`src/logic/charger_pkg.sv`:
```
// Constants, register map and state codes for the charge cycle sequencer.
// Assumes a 100 MHz core clock and comparator results that are synchronous to it.
// Contract
// Start needs supply, enable and temperature window.
// Keep checking; suspend or end when violated.
// Supply drop counts after one internal period.
// Charge indicator low through the whole cycle; the code releases it while the temperature is out of window.
// Low battery starts trickle precharge at tenth.
// Precharge timer expiry gives fault and stop.
// Leave precharge once battery exceeds threshold.
// Fast charge to regulation; timer expiry faults.
// Constant voltage; select picks high or low.
// Complete on low current or elapsed expiry.
// Restart after completion below recharge threshold.
// Thermal regulation slows timers with current.
// Die overheat suspends; resume after cooling.
// Supply below stop level powers down.
// Three timers scaled by capacitor value.
// Precharge timer starts, clears entering fast.
// Fast and elapsed start; fast clears in CV.
// Elapsed expiry ends charge without low current.
// Temperature valid between half and quarter.
// One third level disables temperature check.
// Enable ends, starts, clears, inhibits recharge.
// Status outputs encode charging, done, fault, temperature.
// Fault latched until supply or enable cycles.
// Bad temperature holds off, resumes automatically.
// Register all comparator results before use.
package charger_pkg;
	localparam logic [7:0] ADDR_CTRL = 8'h00;
	localparam logic [7:0] ADDR_STATUS = 8'h04;
	localparam logic [7:0] ADDR_TIMER = 8'h08;
	localparam int CTRL_INHIBIT_BIT = 0;
	localparam int CTRL_SCALE_LSB = 8;
	localparam logic [7:0] CTRL_SCALE_RST = 8'h01;
	localparam logic [1:0] RESP_OKAY = 2'h0;
	localparam logic [1:0] RESP_SLVERR = 2'h2;
	localparam int CLK_PERIOD_NS = 10;
	localparam int TICK_PERIOD_MS = 500;
	localparam int TICK_CYCLES = TICK_PERIOD_MS * 1000000 / CLK_PERIOD_NS;
	localparam int TICKS_PER_MIN = 60000 / TICK_PERIOD_MS;
	localparam int PRECOND_MIN = 60;
	localparam int FAST_MIN = 90;
	localparam int ELAPSED_MIN = 180;
	localparam logic [23:0] PRECOND_TICKS = 24'(PRECOND_MIN * TICKS_PER_MIN);
	localparam logic [23:0] FAST_TICKS = 24'(FAST_MIN * TICKS_PER_MIN);
	localparam logic [23:0] ELAPSED_TICKS = 24'(ELAPSED_MIN * TICKS_PER_MIN);
	localparam logic [8:0] LEVEL_FULL = 9'h100;
	typedef enum logic [2:0] {
		ST_OFF = 3'b000,
		ST_QUAL = 3'b001,
		ST_PRE = 3'b010,
		ST_FAST = 3'b011,
		ST_CV = 3'b100,
		ST_DONE = 3'b101,
		ST_FAULT = 3'b110
	} state_type;
endpackage : charger_pkg

```
`src/logic/charge_cycle_sequencer.sv`:
```
// Charge cycle sequencer: qualification, precharge, fast charge, constant voltage and recharge.
// Assumes registered comparator inputs on the core clock and an AXI4-Lite master for software.
`default_nettype none
module charge_cycle_sequencer
	import charger_pkg::*;
#(
	parameter int TICK_DIV = TICK_CYCLES,
	parameter int SUPPLY_FILTER = TICK_CYCLES
) (
	input wire logic CORE_CLK_I,
	input wire logic RST_I,
	input wire logic SUPPLY_OK_I,
	input wire logic ENABLE_I,
	input wire logic TEMP_ABOVE_QUARTER_I,
	input wire logic TEMP_BELOW_HALF_I,
	input wire logic TEMP_AT_THIRD_I,
	input wire logic BAT_ABOVE_PRECOND_I,
	input wire logic BAT_AT_REGULATION_I,
	input wire logic BAT_BELOW_RECHARGE_I,
	input wire logic CURRENT_BELOW_TERM_I,
	input wire logic DIE_OVER_LIMIT_I,
	input wire logic DIE_COOLED_I,
	input wire logic THERMAL_REG_I,
	input wire logic [7:0] CURRENT_LEVEL_I,
	input wire logic REGULATION_SELECT_I,
	input wire logic CHARGE_INDICATOR_I,
	input wire logic FAULT_INDICATOR_I,
	output logic CHARGE_INDICATOR_O,
	output logic CHARGE_INDICATOR_OE_O,
	output logic FAULT_INDICATOR_O,
	output logic FAULT_INDICATOR_OE_O,
	output logic CHARGE_EN_O,
	output logic PRECOND_CURRENT_O,
	output logic CV_MODE_O,
	output logic REG_TARGET_HIGH_O,
	input wire logic [7:0] S_AXI_AWADDR_I,
	input wire logic S_AXI_AWVALID_I,
	output logic S_AXI_AWREADY_O,
	input wire logic [31:0] S_AXI_WDATA_I,
	input wire logic [3:0] S_AXI_WSTRB_I,
	input wire logic S_AXI_WVALID_I,
	output logic S_AXI_WREADY_O,
	output logic [1:0] S_AXI_BRESP_O,
	output logic S_AXI_BVALID_O,
	input wire logic S_AXI_BREADY_I,
	input wire logic [7:0] S_AXI_ARADDR_I,
	input wire logic S_AXI_ARVALID_I,
	output logic S_AXI_ARREADY_O,
	output logic [31:0] S_AXI_RDATA_O,
	output logic [1:0] S_AXI_RRESP_O,
	output logic S_AXI_RVALID_O,
	input wire logic S_AXI_RREADY_I
);

	function automatic logic [23:0] scaled_limit(input logic [23:0] base, input logic [7:0] scale);
		logic [31:0] prod;
		prod = base * scale;
		return prod[23:0];
	endfunction : scaled_limit

	// Registered comparator results.
	logic sup_s, en_s, tq_s, th_s, td_s, bpre_s, breg_s, brech_s, cur_s, dov_s, dcool_s, treg_s, vsel_s;
	logic chg_pin_s, flt_pin_s;
	logic [7:0] lvl_s;

	always_ff @(posedge CORE_CLK_I or posedge RST_I) begin
		if (RST_I) begin
			{sup_s, en_s, tq_s, th_s, td_s, bpre_s, breg_s} <= 7'h00;
			{brech_s, cur_s, dov_s, dcool_s, treg_s, vsel_s} <= 6'h00;
			{chg_pin_s, flt_pin_s} <= 2'h0;
			lvl_s <= 8'h00;
		end else begin
			{sup_s, en_s, tq_s, th_s, td_s} <= {SUPPLY_OK_I, ENABLE_I, TEMP_ABOVE_QUARTER_I,
				TEMP_BELOW_HALF_I, TEMP_AT_THIRD_I};
			{bpre_s, breg_s, brech_s, cur_s} <= {BAT_ABOVE_PRECOND_I, BAT_AT_REGULATION_I,
				BAT_BELOW_RECHARGE_I, CURRENT_BELOW_TERM_I};
			{dov_s, dcool_s, treg_s, vsel_s} <= {DIE_OVER_LIMIT_I, DIE_COOLED_I, THERMAL_REG_I,
				REGULATION_SELECT_I};
			{chg_pin_s, flt_pin_s} <= {CHARGE_INDICATOR_I, FAULT_INDICATOR_I};
			lvl_s <= CURRENT_LEVEL_I;
		end
	end

	// Supply loss filter and die temperature hysteresis.
	logic [31:0] sup_low_cnt_r;
	logic supply_valid_r, die_hot_r;
	wire sup_drop_done = (sup_low_cnt_r >= 32'(SUPPLY_FILTER - 1));

	always_ff @(posedge CORE_CLK_I or posedge RST_I) begin
		if (RST_I) begin
			sup_low_cnt_r <= 32'h00000000;
			supply_valid_r <= 1'b0;
			die_hot_r <= 1'b0;
		end else begin
			sup_low_cnt_r <= sup_s ? 32'h00000000 : (sup_drop_done ? sup_low_cnt_r : sup_low_cnt_r + 32'h1);
			if (sup_s)
				supply_valid_r <= 1'b1;
			else if (sup_drop_done)
				supply_valid_r <= 1'b0;
			if (dov_s)
				die_hot_r <= 1'b1;
			else if (dcool_s)
				die_hot_r <= 1'b0;
		end
	end

	wire temp_ok = td_s | (tq_s & th_s);
	wire qualified = supply_valid_r & en_s & temp_ok;
	wire suspend = !temp_ok | die_hot_r;

	// Software control.
	logic inhibit_r;
	logic [7:0] cap_scale_r;

	// Time base and proportional timer tick.
	logic [31:0] div_cnt_r;
	logic base_tick_r, flash_r;
	logic [7:0] acc_r;
	wire [8:0] level = treg_s ? {1'b0, lvl_s} : LEVEL_FULL;
	wire [8:0] acc_sum = {1'b0, acc_r} + level;
	wire timer_tick = base_tick_r & acc_sum[8];

	always_ff @(posedge CORE_CLK_I or posedge RST_I) begin
		if (RST_I) begin
			div_cnt_r <= 32'h00000000;
			base_tick_r <= 1'b0;
			flash_r <= 1'b0;
			acc_r <= 8'h00;
		end else begin
			base_tick_r <= (div_cnt_r == 32'(TICK_DIV - 1));
			div_cnt_r <= (div_cnt_r == 32'(TICK_DIV - 1)) ? 32'h00000000 : div_cnt_r + 32'h1;
			if (base_tick_r) begin
				flash_r <= !flash_r;
				acc_r <= acc_sum[7:0];
			end
		end
	end

	// Safety timers.
	state_type state_r, state_nxt;
	logic [23:0] prec_cnt_r, fast_cnt_r, elap_cnt_r;
	wire charging = (state_r == ST_PRE) | (state_r == ST_FAST) | (state_r == ST_CV);
	wire run_tick = timer_tick & !suspend;
	wire prec_exp = (prec_cnt_r >= scaled_limit(PRECOND_TICKS, cap_scale_r));
	wire fast_exp = (fast_cnt_r >= scaled_limit(FAST_TICKS, cap_scale_r));
	wire elap_exp = (elap_cnt_r >= scaled_limit(ELAPSED_TICKS, cap_scale_r));
	wire elap_run = (state_r == ST_FAST) | (state_r == ST_CV);

	always_ff @(posedge CORE_CLK_I or posedge RST_I) begin
		if (RST_I) begin
			prec_cnt_r <= 24'h000000;
			fast_cnt_r <= 24'h000000;
			elap_cnt_r <= 24'h000000;
		end else begin
			prec_cnt_r <= (state_r != ST_PRE) ? 24'h000000 : prec_cnt_r + {23'h000000, run_tick};
			fast_cnt_r <= (state_r != ST_FAST) ? 24'h000000 : fast_cnt_r + {23'h000000, run_tick};
			elap_cnt_r <= !elap_run ? 24'h000000 : elap_cnt_r + {23'h000000, run_tick};
		end
	end

	// Charge cycle state machine.
	always_comb begin
		state_nxt = state_r;
		case (state_r)
			ST_OFF: begin
				if (supply_valid_r && en_s)
					state_nxt = ST_QUAL;
			end
			ST_QUAL: begin
				if (temp_ok && !die_hot_r)
					state_nxt = bpre_s ? ST_FAST : ST_PRE;
			end
			ST_PRE: begin
				if (!suspend && bpre_s)
					state_nxt = ST_FAST;
				else if (!suspend && prec_exp)
					state_nxt = ST_FAULT;
			end
			ST_FAST: begin
				if (!suspend && breg_s)
					state_nxt = ST_CV;
				else if (!suspend && fast_exp)
					state_nxt = ST_FAULT;
			end
			ST_CV: begin
				if (!suspend && (cur_s || elap_exp))
					state_nxt = ST_DONE;
			end
			ST_DONE: begin
				if (brech_s && !inhibit_r && qualified && !die_hot_r)
					state_nxt = ST_QUAL;
			end
			ST_FAULT: state_nxt = ST_FAULT;
			default: state_nxt = ST_OFF;
		endcase
		if (!supply_valid_r || !en_s)
			state_nxt = ST_OFF;
	end

	wire chg_on_nxt = (charging & temp_ok) | ((state_r == ST_DONE) & flash_r);
	wire flt_on_nxt = (state_r == ST_FAULT) | (!temp_ok & (charging | (state_r == ST_QUAL)) & flash_r);

	always_ff @(posedge CORE_CLK_I or posedge RST_I) begin
		if (RST_I) begin
			state_r <= ST_OFF;
			CHARGE_INDICATOR_O <= 1'b0;
			CHARGE_INDICATOR_OE_O <= 1'b0;
			FAULT_INDICATOR_O <= 1'b0;
			FAULT_INDICATOR_OE_O <= 1'b0;
			CHARGE_EN_O <= 1'b0;
			PRECOND_CURRENT_O <= 1'b0;
			CV_MODE_O <= 1'b0;
			REG_TARGET_HIGH_O <= 1'b0;
		end else begin
			state_r <= state_nxt;
			CHARGE_INDICATOR_O <= 1'b0;
			CHARGE_INDICATOR_OE_O <= chg_on_nxt;
			FAULT_INDICATOR_O <= 1'b0;
			FAULT_INDICATOR_OE_O <= flt_on_nxt;
			CHARGE_EN_O <= charging & !suspend;
			PRECOND_CURRENT_O <= (state_r == ST_PRE);
			CV_MODE_O <= (state_r == ST_CV);
			REG_TARGET_HIGH_O <= vsel_s;
		end
	end

	// AXI4-Lite slave.
	logic aw_rdy_r, ar_rdy_r;
	wire wr_go = S_AXI_AWVALID_I & S_AXI_WVALID_I & !aw_rdy_r & !S_AXI_BVALID_O;
	wire rd_go = S_AXI_ARVALID_I & !ar_rdy_r & !S_AXI_RVALID_O;
	wire wr_ctrl = aw_rdy_r & (S_AXI_AWADDR_I == ADDR_CTRL);
	wire wr_hit = (S_AXI_AWADDR_I == ADDR_CTRL) | (S_AXI_AWADDR_I == ADDR_STATUS) | (S_AXI_AWADDR_I == ADDR_TIMER);
	wire rd_hit = (S_AXI_ARADDR_I == ADDR_CTRL) | (S_AXI_ARADDR_I == ADDR_STATUS) | (S_AXI_ARADDR_I == ADDR_TIMER);
	wire [31:0] ctrl_word = {16'h0000, cap_scale_r, 7'h00, inhibit_r};
	wire [31:0] status_word = {21'h000000, flt_pin_s, chg_pin_s, supply_valid_r, die_hot_r, temp_ok, suspend,
		(state_r == ST_FAULT), 1'b0, state_r};
	wire [31:0] rd_word = (S_AXI_ARADDR_I == ADDR_CTRL) ? ctrl_word :
		(S_AXI_ARADDR_I == ADDR_STATUS) ? status_word :
		(S_AXI_ARADDR_I == ADDR_TIMER) ? {8'h00, elap_cnt_r} : 32'h00000000;

	assign S_AXI_AWREADY_O = aw_rdy_r;
	assign S_AXI_WREADY_O = aw_rdy_r;
	assign S_AXI_ARREADY_O = ar_rdy_r;

	always_ff @(posedge CORE_CLK_I or posedge RST_I) begin
		if (RST_I) begin
			aw_rdy_r <= 1'b0;
			ar_rdy_r <= 1'b0;
			S_AXI_BVALID_O <= 1'b0;
			S_AXI_BRESP_O <= RESP_OKAY;
			S_AXI_RVALID_O <= 1'b0;
			S_AXI_RRESP_O <= RESP_OKAY;
			S_AXI_RDATA_O <= 32'h00000000;
			inhibit_r <= 1'b0;
			cap_scale_r <= CTRL_SCALE_RST;
		end else begin
			aw_rdy_r <= wr_go;
			ar_rdy_r <= rd_go;
			if (aw_rdy_r) begin
				S_AXI_BVALID_O <= 1'b1;
				S_AXI_BRESP_O <= wr_hit ? RESP_OKAY : RESP_SLVERR;
			end else if (S_AXI_BREADY_I)
				S_AXI_BVALID_O <= 1'b0;
			if (ar_rdy_r) begin
				S_AXI_RVALID_O <= 1'b1;
				S_AXI_RRESP_O <= rd_hit ? RESP_OKAY : RESP_SLVERR;
				S_AXI_RDATA_O <= rd_word;
			end else if (S_AXI_RREADY_I)
				S_AXI_RVALID_O <= 1'b0;
			if (wr_ctrl && S_AXI_WSTRB_I[0])
				inhibit_r <= S_AXI_WDATA_I[CTRL_INHIBIT_BIT];
			if (wr_ctrl && S_AXI_WSTRB_I[1])
				cap_scale_r <= S_AXI_WDATA_I[CTRL_SCALE_LSB +: 8];
		end
	end
endmodule : charge_cycle_sequencer
`default_nettype wire

```
`config.mk`:
```
export PLATFORM = sky130hd
export DESIGN_NAME = charge_cycle_sequencer
export DESIGN_NICKNAME = d
export VERILOG_FILES = /design/src/logic/charger_pkg.sv /design/src/logic/charge_cycle_sequencer.sv
export SDC_FILE = /design/constraint.sdc
export NUM_CORES = 1
export LEC_CHECK = 0
export BUFFER_PORTS_ARGS = -buffer_cell sky130_fd_sc_hd__buf_4
export CORE_UTILIZATION = 42
export DETAILED_ROUTE_END_ITERATION = 8
export HOLD_SLACK_MARGIN = 0.15
export SLEW_MARGIN = 25
export SYNTH_ARGS = -nofsm -noshare
export SYNTH_HDL_FRONTEND = slang
export SYNTH_SLANG_ARGS = --single-unit
export TNS_END_PERCENT = 100
```
`constraint.sdc`:
```
create_clock -name CORE_CLK_I -period 6.4 [get_ports CORE_CLK_I]
set_input_delay 0.32 -clock CORE_CLK_I [delete_from_list [all_inputs] [get_ports CORE_CLK_I]]
set_output_delay 0.32 -clock CORE_CLK_I [all_outputs]
set_load 0.1 [all_outputs]
```
; ---- Word level (Yosys, flattened, before mapping)
; Cells that the tools add are included.
[word_totals]
reg_bits = 229
inputBits = 82
out_inout_bits = 49
word_cells = 167
[classes]
add_sub_neg = 6
mul = 3
n_lt_le_gt_ge = 4
eq_ne = 20
mux = 31
n_bitwise = 28
n_reduce_logical = 33
[op_table]
columns = cell, n
row1 = 2-to-1 mux 24 bit, 6
row2 = 2-to-1 mux 32 bit, 3
row3 = adder 24 x 1 -> 24 bit, 3
row4 = "adder 32 x 1 -> 32 bit, second input constant", 2
row5 = "multiplier 10 x 8 -> 18 bit, first input constant", 2
row6 = "equality test 32 x 26 -> 1 bit, second input constant", 1
row7 = ">= comparator 32 x 26 -> 1 bit, second input constant", 1
row8 = 2-to-1 mux 3 bit, 9
row9 = >= comparator 24 x 21 -> 1 bit, 1
row10 = >= comparator 24 x 22 -> 1 bit, 1
row11 = >= comparator 24 x 23 -> 1 bit, 1
row12 = case mux 3 bit (7 select lines), 1
row13 = bitwise AND 1 bit, 16
row14 = "equality test 8 x 3 -> 1 bit, second input constant", 2
row15 = "equality test 8 x 4 -> 1 bit, second input constant", 2
row16 = logical NOT 8 bit, 2
row17 = "multiplier 8 x 8 -> 16 bit, first input constant", 1
row18 = logical AND 1 bit, 12
row19 = "!= test 3 bit, second input constant", 4
row20 = bitwise OR 1 bit, 12
row21 = logical NOT 1 bit, 11
row22 = adder 8 x 9 -> 9 bit, 1
row23 = "equality test 3 bit, second input constant", 3
row24 = 2-to-1 mux 1 bit, 9
row25 = 12 further kinds, 19

; ---- Depth between registers and ports, before layout
[logic_depth]
ltp_word = 10
depth_mapped = 25
mapped_depth_nobuf = 24

; ---- Worst setup path before layout
; OpenSTA, ideal clock, no wires.
[synth_timing]
kind = register to register
start = register cap_scale_r[6]
end = register state_r[1]
setup_time_ps = 119
t_arrival_ps = 4979
required_time_ps = 6281
path_slack_ps = 1302
stages_incl_launch_ff = 24
path_buffers = 0
period_less_slack_ps = 5098
path_cell_list = dfrtp_1 -> inv_1 -> ha_1 -> fa_1 -> inv_1 -> fa_1 -> ha_1 -> ha_1 -> or3_1 -> o22ai_2 -> o2bb2ai_1 -> o21a_1 -> o21ai_0 -> nand2b_1 -> a21oi_1 -> xor2_1 -> ha_1 -> nor4_1 -> o21ai_0 -> a211o_1 -> a221oi_1 -> o21a_1 -> nor3_1 -> a21bo_2
[synth_via]
elab_chain_len = 6
word_cells_on_any_way = 14
classes_between = mul: 3 / order compare: 3 / eq/ne: 3 / reduce/logical: 5
[synth_rtl]
columns = element, line
row1 = from (decl), charge_cycle_sequencer.sv:113  ; logic [7:0] cap_scale_r;
row2 = from (signal assigned), charge_cycle_sequencer.sv:273  ; cap_scale_r <= S_AXI_WDATA_I[CTRL_SCALE_LSB +: 8];
row3 = multiplier 10 x 8 -> 18 bit, charge_cycle_sequencer.sv:57  ; prod = base * scale;
row4 = >= comparator 24 x 23 -> 1 bit, charge_cycle_sequencer.sv:146  ; wire elap_exp = (elap_cnt_r >= scaled_limit(ELAPSED_TICKS, cap_scale_r));
row5 = logical OR 1 bit, charge_cycle_sequencer.sv:186  ; if (!suspend && (cur_s || elap_exp))
row6 = logical AND 1 bit, charge_cycle_sequencer.sv:186
row7 = != test 3 bit (no source line), -
row8 = AND reduction 6 bit (no source line) *, -
row9 = to (signal assigned), charge_cycle_sequencer.sv:215  ; state_r <= state_nxt;
row10 = to (decl), charge_cycle_sequencer.sv:140  ; state_type state_r, state_nxt;
; Mark *: on every way between the ends. The rest lies on a longest branch, timed or not.
; A chain may end at the register's enable or synchronous reset.

; ---- Worst setup path after layout
; Same ends and word-level chain as after synthesis.

==> impl_results.md <==
* Outcome: completed
* Initial Util at 0.431
* Most frequent cells in the layout: dfrtp_1 (218), nor2_1 (153), ha_1 (139)
* Final setup margin at 0.550 ns
* Switching power at 1.06 mW
* Synthesized area at 0.0133 mm2
* Worst Path Class, Setup: reg -> reg
* Mux contribution to synthesized area at 0.0148
* RSZ-0062 raised after global routing: no
* # diodes at 0
* Largest family of logic cells by synthesized area: simple AND/OR/NAND/NOR gates
* CTS Buf Count at 25
* Overflow after GRT at 0
* # resized after CTS at 0
* Slew HR at 0.366
* CP Cell Sequence: inv_1 -> ha_1 -> fa_1 -> inv_1 -> ha_1 -> ha_1 -> ha_1 -> a21oi_1 -> o22ai_1 -> a41oi_1 -> o21bai_1 -> a21oi_1 -> xor2_1 -> ha_1 -> o21a_1 -> o31ai_1 -> nor3_1 -> a221oi_1 -> a21oi_1 -> inv_1 -> nor3_1 -> a21bo_2
* DP Wirelength at 21.3 mm
* Wire length per cell at 15.4 um
* Routability cong. at 0.818
* DRT antenna net count at 0
* Clock Power Share at 0.410
* Setup TNS at 0 ns
* Crit share post-route at 0.914
* P_leak at 7.41 nW
* Unique cell type count in the Yosys netlist at 73
* Arrival @ worst endpoint at 6.26 ns
* Port-buffer cells at 93
* Ranking of synthesized cells by area: dfrtp_1 (41%), ha_1 (13%), xnor2_1 (4.7%), nor2_1 (4.3%), xor2_1 (4.0%)
* Number of global-route vias before repair at 9,872
* Area growth syn-to-layout at 17.5%
* Synth Area in XOR/XNOR at 0.0868
* CP Capture Type: flip-flop
* Final layout net count at 1,742
* Post-CTS Setup Inserts at 0
* Simple-gate share of the synthesized area at 0.180
* Placed Area at 0.0144 mm2
* Fmax at 0.171 GHz
* Global-route wire length before repair at 49.9 mm
* Die area at 0.0324 mm2
* Logic pwr share at 0.168
* Fin cells at 1,916
* Worst-case clock skew at 0.0214 ns
* End-of-flow core utilization at 0.507
* 1st-pass router iterations at 5
* Placed insts at 1,831
* Worst vdd ir at 0.208 mV
* Die H at 180 um
* Std-Cell Rows at 64
* CP startpoint kind: flip-flop
* # setup viols final at 0
* Syn Area/Cell at 9.75 um2
* Post-synthesis cell count at 1,367
* Slew Limit Fails at 0
* Final min period at 5.85 ns
* Worst-path clk slew at 0.06 ns
* Largest net degree at the start of global routing at 118
* Critical path's largest stage delay at 0.71 ns
* Initial DRC Count at 529
* Top cell type's share of synthesized area at 0.409
* Post-synth ARST share at 1.00
* WHS at 0.176 ns
* Gr usage total at 0.186
* P per Cell Area at 223 mW/mm2
* Post-Place Setup Slack at 0.589 ns
* I/O Pins at 131
* Sequential element share of the synthesized area at 0.411
* Clock Path Buffers at 3
* Final wirelength at 29.5 mm
* Post-DR vias/cell at 5.21
* Sequential Power Share at 0.422
* Crit-path slowest cell: dfrtp_1
* R2R setup slack at 0.55 ns
* Core Region at 0.0309 mm2
* Crit path max fanout at 11
* Total Power at 3.49 mW
* Worst-margin pin slew at 0.944 ns
* Cts hold-fix bufs at 41
* Sw Ratio at 0.304
* Worst-Skew Late Latency at 0.54 ns
* Design area at 0.0157 mm2
* H-tree depth at 1
* Ys Warns at 0
* Synth area leader: dfrtp_1
* Cell mode on critical path: ha_1
* TritonCTS clock tree: yes
* Residual DRC at 0
* Die W at 180 um
* Maxcap violations at 0
* CTS Root Cell: clkbuf_16
* Initial antenna violation count at 1
* Commonest non-fill, non-tap cell in the layout: dfrtp_1
* Int Pwr at 2.43 mW
* Synth Area in Compound Gates at 0.0982
* Layout cells sized above 1 at 0.120
* Filler cell count at 2,818
* Hold Violations, Final at 0
* Primary FF master, synth: dfrtp_1
* Clock sinks at 219
* WP data required at 6.81 ns
* EDFF count, synth at 0
* Vias at 9,981
* Adder-Cell Fraction of Synth Area at 0.158
* Hold WC Path Type: in -> reg
* Flops & latches, synth at 219
[power by group through the flow]
stage | clock, mW | sequential [mW] | combinational (mW)
global placement | 0 | 1.50 | 0.566
detailed placement | 0 | 1.50 | 0.569
CTS | 1.48 | 1.47 | 0.590
floorplan | 0 | 1.65 | 0.265
global route | 1.53 | 1.48 | 0.630
finish | 1.43 | 1.48 | 0.586
[registers in the layout, summed over array words and instances (netlist names), 3 cells and up]
register and count:
div_cnt_r 32, sup_low_cnt_r 32, S_AXI_RDATA_O 24, elap_cnt_r 24, fast_cnt_r 24, prec_cnt_r 24
acc_r 8, cap_scale_r 8, lvl_s 8, state_r 3
[kinds of logic after synthesis]
logic type / after synthesis
simple gates: 476
flops: 219
compound gates: 202
buf+inv: 161
fa+ha+maj: 158
xor+xnor: 132
mux: 18
other cells: 1
[synth_stat cells (3+ instances only)]
master and count:
inv_1 111, nor2b_1 14, and4_1 15, a22oi_1 8
nor3_1 17, a211o_1 5, o21ai_0 42, fa_1 18
a21boi_0 3, o21a_1 11, nor4_1 17, xor2_1 61
nand2b_1 9, nand3_1 66, buf_2 3, nor4b_1 9
or3b_2 3, o21bai_1 6, and2_1 18, dfrtp_1 218
xnor2_1 71, o22ai_1 15, nand4_1 17, o211ai_1 7
buf_1 3, nor2_1 153, buf_4 13, mux2i_1 4
or3_1 15, a221oi_1 5, a211oi_1 5, nand2_1 81
ha_1 139, a21o_1 11, clkbuf_1 28, and3_1 20
or2_2 4, mux2_2 14, nand3b_1 3, nor3b_1 3
a21oi_1 62
[final cells by class]
cell class / count / area, um2 / share of cell area
Tap cell: 396 / 495 / 0.0316
Sequential cell: 219 / 5480 / 0.350
Multi-Input combinational cell: 998 / 7230 / 0.462
Inverter: 111 / 424 / 0.0271
Clock inverter: 10 / 106 / 0.00679
Clock buffer: 34 / 709 / 0.0453
Timing Repair Buffer: 148 / 1210 / 0.0775
[metal layers]
metal | global-route usage | up-vias | wire length [um]
met1 | 0.259 | 4819 | 14000
met2 | 0.305 | 150 | 13600
met5 | 0 | - | 10
met4 | 0.0472 | 2 | 659
met3 | 0.0265 | 45 | 1250
li1 | - | 4965 | -
[final timing paths]
kind                                             from                            end  depth (start not counted)
setup / recovery           cap_scale_r[6]$_DFFE_PP0P_         state_r[1]$_DFFE_PP0P_                         22
min in group asynchronous                       RST_I  sup_low_cnt_r[23]$_DFFE_PP0P_                          3
hold / removal                      S_AXI_ARADDR_I[2]   S_AXI_RRESP_O[1]$_DFFE_PP0P_                          3
hold reg to reg                      vsel_s$_DFF_PP0_    REG_TARGET_HIGH_O$_DFF_PP0_                          0
setup reg to reg           cap_scale_r[6]$_DFFE_PP0P_         state_r[1]$_DFFE_PP0P_                         22
max in group asynchronous                       RST_I        div_cnt_r[10]$_DFF_PP0_                          4
[critical path: cells and delay by family, from the launching register on]
kind,cells,cell delay (ns)
simple gates,2,0.15
fa+ha+maj,6,2.05
buf+inv,3,0.25
compound gates,10,2.26
flops,1,0.71
xor+xnor,1,0.29
No activity file was read; power rests on OpenSTA's default activity.
